--- config.mk ---
export PLATFORM = sky130hd
export DESIGN_NAME = msc_top
export DESIGN_NICKNAME = d
export VERILOG_FILES = /design/src/rtl/msc_pkg.sv /design/src/rtl/msc_sync.sv /design/src/rtl/msc_top.sv
export SDC_FILE = /design/constraint.sdc
export NUM_CORES = 1
export LEC_CHECK = 0
export ABC_CLOCK_PERIOD_IN_PS = 5030
export BUFFER_PORTS_ARGS = -buffer_cell sky130_fd_sc_hd__buf_2
export CORE_ASPECT_RATIO = 2
export CORE_UTILIZATION = 55
export DETAILED_ROUTE_END_ITERATION = 16
export GPL_ROUTABILITY_DRIVEN = 0
export PLACE_DENSITY = 0.74
export SYNTH_ARGS = -nofsm -noshare
export SYNTH_HDL_FRONTEND = slang
export SYNTH_SLANG_ARGS = --single-unit
--- constraint.sdc ---
create_clock -name clk_sys -period 5.03 [get_ports clk_sys]
set_input_delay 0 -clock clk_sys [delete_from_list [all_inputs] [get_ports clk_sys]]
set_output_delay 0 -clock clk_sys [all_outputs]
set_load 0.02 [all_outputs]
--- src/rtl/msc_pkg.sv ---
// package: constants for the supply system control block
package msc_pkg;
  // channel count and register bus widths
  localparam int unsigned NCH      = 8;
  localparam int unsigned AW       = 8;
  localparam int unsigned DW       = 32;
  // register offsets (byte addresses)
  localparam logic [7:0]  CTRL_OFS = 8'h00;
  localparam logic [7:0]  CHAN_OFS = 8'h04;
  localparam logic [7:0]  STAT_OFS = 8'h08;
  // control register fields
  localparam int unsigned CTRL_SW_KILL     = 0;
  localparam int unsigned CTRL_RESTORE     = 1;
  localparam int unsigned CTRL_SYNC_MASTER = 2;
  localparam int unsigned CTRL_CPU_RST_EN  = 3;
  localparam int unsigned CTRL_BRD_RST_EN  = 4;
  localparam int unsigned CTRL_FLAG_CPU    = 5;
  localparam int unsigned CTRL_FLAG_BRD    = 6;
  localparam int unsigned CTRL_W           = 7;
  localparam logic [6:0]  CTRL_RST_VAL     = 7'h00;
  localparam logic [7:0]  CHAN_RST_VAL     = 8'h00;
  // status register fields
  localparam int unsigned STAT_ENABLED   = 0;
  localparam int unsigned STAT_KILL      = 1;
  localparam int unsigned STAT_INTERLOCK = 2;
  localparam int unsigned STAT_RST_FLAG  = 3;
  localparam int unsigned STAT_VOLTAGE_SELECT_IN      = 4;
  localparam int unsigned STAT_CURRENT_SELECT_IN      = 5;
  localparam int unsigned STAT_MASTER    = 6;
  localparam int unsigned STAT_NIM       = 7;
  localparam int unsigned STAT_POWER     = 8;
  localparam int unsigned STAT_W         = 9;
  // timing
  localparam int unsigned CLK_FREQ_KHZ        = 125000;
  localparam int unsigned CPU_RESET_HOLD_MS   = 100;
  localparam int unsigned BOARD_RESET_XTRA_MS = 900;
  localparam int unsigned REMOTE_OUT_DELAY_MS = 3000;
  localparam int unsigned SYNC_FREQ_KHZ       = 1250;
  localparam int unsigned CPU_HOLD_CYC        = CPU_RESET_HOLD_MS * CLK_FREQ_KHZ;
  localparam int unsigned BOARD_HOLD_CYC      = (CPU_RESET_HOLD_MS + BOARD_RESET_XTRA_MS) * CLK_FREQ_KHZ;
  localparam int unsigned REMOTE_DELAY_CYC    = REMOTE_OUT_DELAY_MS * CLK_FREQ_KHZ;
  localparam int unsigned SYNC_HALF_CYC       = CLK_FREQ_KHZ / (2 * SYNC_FREQ_KHZ);
  // synchronised pin bits
  localparam int unsigned PIN_W = 15;
  // reset classifier states
  typedef enum logic [1:0] {
    RS_IDLE = 2'b01,
    RS_HELD = 2'b10
  } msc_rst_e;
endpackage : msc_pkg

--- src/rtl/msc_sync.sv ---
// two flip-flop synchroniser bank for external pins
`timescale 1ns/10ps
module msc_sync #(
  parameter int unsigned W = 1
) (
  input  wire logic         clk_sys,
  input  wire logic         rst_n,
  input  wire logic [W-1:0] async_in,
  output logic      [W-1:0] sync_out
);
  logic [W-1:0] meta_reg;

  // first stage only feeds the second stage
  genvar i;
  generate
    for (i = 0; i < W; i++)
    begin : g_bit
      always_ff @(posedge clk_sys or negedge rst_n)
      begin
        if (!rst_n)
        begin
          meta_reg[i] <= 1'b0;
          sync_out[i] <= 1'b0;
        end
        else
        begin
          meta_reg[i] <= async_in[i];
          sync_out[i] <= meta_reg[i];
        end
      end
    end
  endgenerate
endmodule : msc_sync

--- src/rtl/msc_top.sv ---
// system control logic of the supply crate: switches, commands, resets, sync clock
`timescale 1ns/10ps
module msc_top
  import msc_pkg::*;
#(
  parameter int unsigned CPU_HOLD      = msc_pkg::CPU_HOLD_CYC,
  parameter int unsigned BOARD_HOLD    = msc_pkg::BOARD_HOLD_CYC,
  parameter int unsigned REMOTE_DELAY  = msc_pkg::REMOTE_DELAY_CYC
) (
  input  wire logic                      clk_sys,
  input  wire logic                      rst_n,
  // register port
  input  wire logic [msc_pkg::AW-1:0]    reg_addr,
  input  wire logic [msc_pkg::DW-1:0]    reg_wdata,
  input  wire logic                      reg_wr,
  input  wire logic                      reg_rd,
  output logic      [msc_pkg::DW-1:0]    reg_rdata,
  // front panel switches and input lines
  input  wire logic                      std_left_in,
  input  wire logic                      key_local_in,
  input  wire logic                      key_remote_in,
  input  wire logic                      remote_power_in,
  input  wire logic                      mains_on_in,
  input  wire logic                      local_enable_position,
  input  wire logic                      remote_enable_position,
  input  wire logic                      enable_in,
  input  wire logic                      voltage_select_in,
  input  wire logic                      current_select_in,
  input  wire logic                      kill_in,
  input  wire logic                      reset_in,
  input  wire logic                      interlock_closed_in,
  input  wire logic                      interlock_pol_open_in,
  input  wire logic                      supply_sync_clock_in,
  // power and daisy chain
  output logic                           power_on_out,
  output logic                           remote_power_out,
  // channel control
  output logic      [msc_pkg::NCH-1:0]   ch_output_on,
  output logic                           ch_ramp_fast,
  output logic                           voltage_setpoint_b_sel,
  output logic                           current_limit_b_sel,
  output logic                           cpu_reset_out,
  output logic                           board_reset_out,
  // status outputs and indicators
  output logic                           status_std_nim,
  output logic                           nim_led,
  output logic                           ttl_led,
  output logic                           local_enable_led,
  output logic                           remote_enable_led,
  output logic                           voltage_select_in_led,
  output logic                           current_select_in_led,
  output logic                           kill_led,
  output logic                           reset_red_led,
  output logic                           reset_orange_led,
  output logic                           interlock_led,
  output logic                           master_led,
  output logic                           reset_flag_out,
  output logic                           any_channel_on_out,
  // sync connector, two-way
  output logic                           supply_sync_clock_out,
  output logic                           supply_sync_clock_oe,
  output logic                           supply_sync_clock
);
  import msc_pkg::*;

  logic [PIN_W-1:0]  pin_raw;
  logic [PIN_W-1:0]  pin_s;
  logic              std_left_s, key_local_s, key_remote_s, remote_pw_s, mains_s;
  logic              loc_pos_s, rem_pos_s, enable_s, voltage_select_in_s, current_select_in_s, kill_s;
  logic              reset_s, ilk_closed_s, ilk_pol_open_s, sync_in_s;
  logic [CTRL_W-1:0] ctrl_reg;
  logic [NCH-1:0]    chan_reg;
  logic              flag_reg;
  logic [31:0]       hold_cnt_reg;
  logic [31:0]       remote_cnt_reg;
  logic [31:0]       sync_cnt_reg;
  logic              sync_gen_reg;
  msc_rst_e          rst_state_reg;
  logic              cpu_rst_pulse_reg;
  logic              brd_rst_pulse_reg;
  logic              remote_out_reg;
  logic [DW-1:0]     rdata_reg;
  logic              kill_act;
  logic              ilk_act;
  logic              enabled;
  logic              cpu_rst_ev;
  logic              brd_rst_ev;
  logic              flag_clr;
  logic              refuse_on;
  logic [STAT_W-1:0] stat_word;

  // every pin crosses two flip-flops; level translation is in the front end, so either standard reads alike
  assign pin_raw = {supply_sync_clock_in, interlock_pol_open_in, interlock_closed_in, reset_in, kill_in,
                    current_select_in, voltage_select_in, enable_in, remote_enable_position,
                    local_enable_position, mains_on_in, remote_power_in, key_remote_in, key_local_in,
                    std_left_in};

  msc_sync #(
    .W        (PIN_W)
  ) u_sync (
    .clk_sys  (clk_sys),
    .rst_n    (rst_n),
    .async_in (pin_raw),
    .sync_out (pin_s)
  );

  assign {sync_in_s, ilk_pol_open_s, ilk_closed_s, reset_s, kill_s, current_select_in_s, voltage_select_in_s, enable_s,
          rem_pos_s, loc_pos_s, mains_s, remote_pw_s, key_remote_s, key_local_s, std_left_s} = pin_s;

  // output standard select and its indicators
  assign status_std_nim = std_left_s;
  assign nim_led        = std_left_s;
  assign ttl_led        = !std_left_s;

  // power key: centre keeps off; rear mains switch must be on for either path
  assign power_on_out = mains_s & (key_local_s | (key_remote_s & remote_pw_s));

  // daisy chain output waits a few seconds of steady remote input
  always_ff @(posedge clk_sys or negedge rst_n)
  begin
    if (!rst_n)
    begin
      remote_cnt_reg <= 32'h0;
      remote_out_reg <= 1'b0;
    end
    else if (!remote_pw_s)
    begin
      remote_cnt_reg <= 32'h0;
      remote_out_reg <= 1'b0;
    end
    else if (remote_cnt_reg >= REMOTE_DELAY - 1)
    begin
      remote_out_reg <= 1'b1;
    end
    else
    begin
      remote_cnt_reg <= remote_cnt_reg + 32'h1;
    end
  end
  assign remote_power_out = remote_out_reg;

  // enable mode: centre disables, upper local, lower follows enable line
  assign enabled           = loc_pos_s | (rem_pos_s & enable_s);
  assign local_enable_led  = loc_pos_s;
  assign remote_enable_led = rem_pos_s & enable_s;

  // setpoint and limit select go to every channel; channel ramps at its own rate
  assign voltage_setpoint_b_sel = voltage_select_in_s;
  assign voltage_select_in_led               = voltage_select_in_s;
  assign current_limit_b_sel    = current_select_in_s;
  assign current_select_in_led               = current_select_in_s;

  // kill from pin or software
  assign kill_act = kill_s | ctrl_reg[CTRL_SW_KILL];
  assign kill_led = kill_act;

  // interlock polarity: upper triggers on open contact, lower on grounded contact
  assign ilk_act       = ilk_pol_open_s ? !ilk_closed_s : ilk_closed_s;
  assign interlock_led = ilk_act;
  assign refuse_on     = ilk_act | kill_act;

  // channel drive: enable gates the stored state, so disable then enable brings back the old state
  assign ch_output_on = enabled ? chan_reg : {NCH{1'b0}};
  // fast rate only for kill, interlock and board reset; disable and select changes use channel ramps
  assign ch_ramp_fast = kill_act | ilk_act | brd_rst_pulse_reg;
  assign any_channel_on_out = |ch_output_on;

  // reset hold measurement; classification waits for the release
  always_ff @(posedge clk_sys or negedge rst_n)
  begin
    if (!rst_n)
    begin
      rst_state_reg <= RS_IDLE;
      hold_cnt_reg  <= 32'h0;
    end
    else
    begin
      unique case (rst_state_reg)
        RS_IDLE:
        begin
          hold_cnt_reg <= 32'h0;
          if (reset_s)
          begin
            rst_state_reg <= RS_HELD;
            hold_cnt_reg  <= 32'h1;
          end
        end
        RS_HELD:
        begin
          if (!reset_s)
          begin
            rst_state_reg <= RS_IDLE;
          end
          else if (hold_cnt_reg != 32'hffffffff)
          begin
            hold_cnt_reg <= hold_cnt_reg + 32'h1;
          end
        end
      endcase
    end
  end

  // release events, each gated by its software enable; a type not enabled is dropped
  assign cpu_rst_ev = (rst_state_reg == RS_HELD) && !reset_s && hold_cnt_reg > CPU_HOLD
                      && hold_cnt_reg <= BOARD_HOLD && ctrl_reg[CTRL_CPU_RST_EN];
  assign brd_rst_ev = (rst_state_reg == RS_HELD) && !reset_s && hold_cnt_reg > BOARD_HOLD
                      && ctrl_reg[CTRL_BRD_RST_EN];

  // reset colour while held: red past the first threshold, orange past the second
  assign reset_red_led    = (rst_state_reg == RS_HELD) && hold_cnt_reg > CPU_HOLD
                            && hold_cnt_reg <= BOARD_HOLD;
  assign reset_orange_led = (rst_state_reg == RS_HELD) && hold_cnt_reg > BOARD_HOLD;

  // one-cycle reset pulses toward controller and boards
  always_ff @(posedge clk_sys or negedge rst_n)
  begin
    if (!rst_n)
    begin
      cpu_rst_pulse_reg <= 1'b0;
      brd_rst_pulse_reg <= 1'b0;
    end
    else
    begin
      cpu_rst_pulse_reg <= cpu_rst_ev | brd_rst_ev;
      brd_rst_pulse_reg <= brd_rst_ev;
    end
  end
  assign cpu_reset_out   = cpu_rst_pulse_reg;
  assign board_reset_out = brd_rst_pulse_reg;

  // reset flag: sticky, set by the selected reset types, write one to clear; set wins
  assign flag_clr = reg_wr && reg_addr == STAT_OFS && reg_wdata[STAT_RST_FLAG];
  always_ff @(posedge clk_sys or negedge rst_n)
  begin
    if (!rst_n)
    begin
      flag_reg <= 1'b0;
    end
    else if ((cpu_rst_ev && ctrl_reg[CTRL_FLAG_CPU]) || (brd_rst_ev && ctrl_reg[CTRL_FLAG_BRD]))
    begin
      flag_reg <= 1'b1;
    end
    else if (flag_clr)
    begin
      flag_reg <= 1'b0;
    end
  end
  assign reset_flag_out = flag_reg;

  // control register
  always_ff @(posedge clk_sys or negedge rst_n)
  begin
    if (!rst_n)
    begin
      ctrl_reg <= CTRL_RST_VAL;
    end
    else if (reg_wr && reg_addr == CTRL_OFS)
    begin
      ctrl_reg <= reg_wdata[CTRL_W-1:0];
    end
  end

  // channel on/off state: kill and interlock force off, on requests refused meanwhile
  always_ff @(posedge clk_sys or negedge rst_n)
  begin
    if (!rst_n)
    begin
      chan_reg <= CHAN_RST_VAL;
    end
    else if (refuse_on)
    begin
      chan_reg <= {NCH{1'b0}};
    end
    else if (brd_rst_pulse_reg && !ctrl_reg[CTRL_RESTORE])
    begin
      chan_reg <= {NCH{1'b0}};
    end
    else if (reg_wr && reg_addr == CHAN_OFS)
    begin
      chan_reg <= reg_wdata[NCH-1:0];
    end
  end
  // controller reset leaves chan_reg alone, and with restore set a board reset keeps it too

  // sync clock: divider in master mode, connector input in slave mode
  always_ff @(posedge clk_sys or negedge rst_n)
  begin
    if (!rst_n)
    begin
      sync_cnt_reg <= 32'h0;
      sync_gen_reg <= 1'b0;
    end
    else if (!ctrl_reg[CTRL_SYNC_MASTER])
    begin
      sync_cnt_reg <= 32'h0;
      sync_gen_reg <= 1'b0;
    end
    else if (sync_cnt_reg >= SYNC_HALF_CYC - 1)
    begin
      sync_cnt_reg <= 32'h0;
      sync_gen_reg <= !sync_gen_reg;
    end
    else
    begin
      sync_cnt_reg <= sync_cnt_reg + 32'h1;
    end
  end
  assign supply_sync_clock_out = sync_gen_reg;
  assign supply_sync_clock_oe  = ctrl_reg[CTRL_SYNC_MASTER];
  assign master_led            = ctrl_reg[CTRL_SYNC_MASTER];
  // slave clock is resynchronised, so it only suits slow consumers; at 1.25 MHz there is margin
  assign supply_sync_clock     = ctrl_reg[CTRL_SYNC_MASTER] ? sync_gen_reg : sync_in_s;

  // status word
  always_comb
  begin
    stat_word                 = '0;
    stat_word[STAT_ENABLED]   = enabled;
    stat_word[STAT_KILL]      = kill_act;
    stat_word[STAT_INTERLOCK] = ilk_act;
    stat_word[STAT_RST_FLAG]  = flag_reg;
    stat_word[STAT_VOLTAGE_SELECT_IN]      = voltage_select_in_s;
    stat_word[STAT_CURRENT_SELECT_IN]      = current_select_in_s;
    stat_word[STAT_MASTER]    = ctrl_reg[CTRL_SYNC_MASTER];
    stat_word[STAT_NIM]       = std_left_s;
    stat_word[STAT_POWER]     = power_on_out;
  end

  // read data stands one cycle after the strobe; unmapped reads give zero
  always_ff @(posedge clk_sys or negedge rst_n)
  begin
    if (!rst_n)
    begin
      rdata_reg <= '0;
    end
    else if (reg_rd)
    begin
      unique case (reg_addr)
        CTRL_OFS: rdata_reg <= {{(DW-CTRL_W){1'b0}}, ctrl_reg};
        CHAN_OFS: rdata_reg <= {{(DW-NCH){1'b0}}, chan_reg};
        STAT_OFS: rdata_reg <= {{(DW-STAT_W){1'b0}}, stat_word};
        default:  rdata_reg <= '0;
      endcase
    end
    else
    begin
      rdata_reg <= '0;
    end
  end
  assign reg_rdata = rdata_reg;
endmodule : msc_top

==> qor.csv <==
metric;value;unit
dominant cell type by area after synthesis;dfrtp_1;
Worst Path Required;5.03;ns
Synth-to-Final Area Change;19.43;%
vias in the first global route;5770;
Post-Synthesis Cells;688;
total die area;0.01353;mm^2
Starting Density;56.80;%
synth warn;0;
min-delay src;reg_addr[1];
Tcrit/Tclk final;59.59;%
max_slew headroom;31.51;%
Max Slew Vio Count;0;
Worst Hold Class;in -> reg;
htree depth;4;
Clock Path Buffers;2;
sequential cell area fraction in the yosys report;54.80;%
Synth Register Bits;157;
Num CTS Buffers;17;
NumNets Final;881;
maximum VDD drop;300.3;uV
worst endpoint data arrival time;3.00;ns
port bufs;75;
R2R Path End;remote_cnt_reg[23];
xor-xnor portion of the synthesized cell area;4.885;%
post-CTS sizing;0;
total power;2.816;mW
clk sinks;157;
P_leak;3.893;nW
critical path peak fanout;5;
Hold EP;reg_rdata[0];
grt ovf;0;
Worst Setup Start Kind;flop;
largest net degree at the start of global routing;99;
Worst-Margin Slew;1.019;ns
Synth Area in Adders;1.047;%
Core Box Area;0.01263;mm^2
CP endpoint kind;primary output;
TritonCTS clock tree;done;
worst clock skew;0.01058;ns
Setup-failing EPs final;0;
clock-pin transition on the worst setup and hold timing paths;0.06;ns
# rows;58;
critical path type;reg -> out;
Die Wd;82.75;um
Max Clk Rate;0.3336;GHz
Compound-Gate Fraction of Synth Area;7.100;%
Pwr Density;328.8;mW/mm^2
Clock Tree Root;clkbuf_16;
Iteration-0 DRC Markers;336;
antenna violations before repair;0;
dominant synthesized flop cell;dfrtp_1;
final WL;16.34;mm
Final min period;2.997;ns
Top Ports;123;
DP HPWL;11.17;mm
drt pass-1 iters;5;
die height;163.5;um
layout cells sized above 1;15.80;%
number of vias per cell;5.806;
RSZ-0062 raised after global routing;false;
Post-synth ARST share;100.0;%
first-pass GRT wire length;26.66;mm
ANT nets after route;0;
vias;5684;
multiplexer share of the synthesized area;3.768;%
Ant. Diodes;0;
gr usage total;26.28;%
clock latency on the worst-skew pair;0.42;ns
Final Hold Fails;0;
number of max-cap violations;0;
top-count cell post-synth;dfrtp_1;
reg2reg setup slack;2.29;ns
Synth Area per Inst;10.42;um^2
drt wl/cell;16.69;um
status;complete, no violations;
Post-synth EDFFs;0;
Post-Syn Area;0.007172;mm^2
Reg-to-Reg Start;remote_cnt_reg[15];
DRC errors left;0;
final core occ;67.84;%
hold path depth;5;
top cell type's share of synthesized area;54.43;%
R2R depth;6;
Synth Area in Simple Gates;23.27;%
setup TNS;0;ns
top cells by count, synth;dfrtp_1 (156), nor2_1 (84), nand2_1 (40);
final worst-path setup slack;2.033;ns
largest family of logic cells by synthesized area;simple AND/OR/NAND/NOR gates;
Yosys cell types;64;
pre-CTS setup slack;2.345;ns
Area contributors post-synth;dfrtp_1 (54%), nor2_1 (4.4%), xor2_1 (3.2%);
==> critical path, cell delays in order, from the launching register on <==
cell and delay [ns]:
dfrtp_1 0.43, or4_1 0.56, nor2_1 0.19, o31ai_1 0.10, o21ai_0 0.70, o21a_1 0.29, nor2b_1 0.14, buf_2 0.17
==> logic make-up after synthesis <==
| kind of cell | count (synthesis) |
|---|---|
| adder cells (fa/ha/maj) | 6 |
| other | 1 |
| multiplexers | 26 |
| XOR/XNOR | 40 |
| flip-flops | 157 |
| buffers and inverters | 66 |
| AND/OR/NAND/NOR | 313 |
| AO/OA/AOI/OAI | 79 |
==> layout make-up <==
type	instances	area (um^2)
Tap cell	150	187.7
Sequential cell	157	3930
Inverter	18	67.56
Fill cell	964	4061
Clock buffer	17	425.4
Clock inverter	15	182.7
Timing Repair Buffer	109	714.4
Multi-Input combinational cell	513	3058
==> what timing repair did <==
item,4_1_cts,5_1_grt
hold endpoints to repair,136,0
buffers inserted,0,0
hold buffers,31,0
==> worst max path at each step <==
stage / startpoint / endpoint / slack (ns)
after global routing: hold_cnt_reg[27] / reset_red_led / 1.86
after CTS: hold_cnt_reg[27] / reset_red_led / 2.05
after floorplan: remote_cnt_reg[0] / remote_cnt_reg[22] / 2.89
after detailed placement: remote_cnt_reg[29] / remote_cnt_reg[23] / 2.34
after global placement: remote_cnt_reg[29] / remote_cnt_reg[19] / 2.47
final: hold_cnt_reg[27] / reset_red_led / 2.03
==> per-layer routing <==
metal  up-vias  global-route usage (%)  share of wire (%)
met5         -                       0                  0
li1       2626                       -                  -
met2       179                   46.27                 55
met3        61                   4.860                3.2
met4         0                   15.99                4.7
met1      2818                   27.81                 37
==> placed cells by master, fill, tap and decap left out, drive strengths merged, types with 3 or more instances in the layout <==
| cell type | instances |
|---|---|
| or3 | 12 |
| nor2 | 84 |
| nor4b | 3 |
| conb | 49 |
| dlygate4sd3 | 31 |
| nor3 | 21 |
| inv | 25 |
| buf | 78 |
| nor2b | 15 |
| clkinv | 4 |
| ha | 6 |
| and4 | 4 |
| xor2 | 26 |
| nand4b | 5 |
| nand2 | 40 |
| o31ai | 8 |
| and3 | 8 |
| clkbuf | 17 |
| o211ai | 3 |
| nand2b | 9 |
| nand3 | 39 |
| or4 | 12 |
| and2 | 8 |
| o21ai | 20 |
| mux2i | 18 |
| mux2 | 8 |
| nor4 | 22 |
| dfrtp | 156 |
| a21oi | 27 |
| xnor2 | 14 |
| nand4 | 22 |
==> stage by stage <==
stage,cells,cell area (um^2),hold slack (ns)
6_report,979,8566,0.07659
5_1_grt,979,8566,0.09398
4_1_cts,979,8566,0.06432
3_5_place_dp,916,7647,0.1098
3_3_place_gp,916,7647,0.1088
2_1_floorplan,736,7352,-0.2956
==> power breakdown <==
part           switching [mW]  internal (mW)  total, mW
clock                   0.551          0.752       1.30
sequential             0.0298           1.30       1.33
combinational           0.122         0.0612      0.183
total                   0.703           2.11       2.82
(Power assumes the default switching activity.)
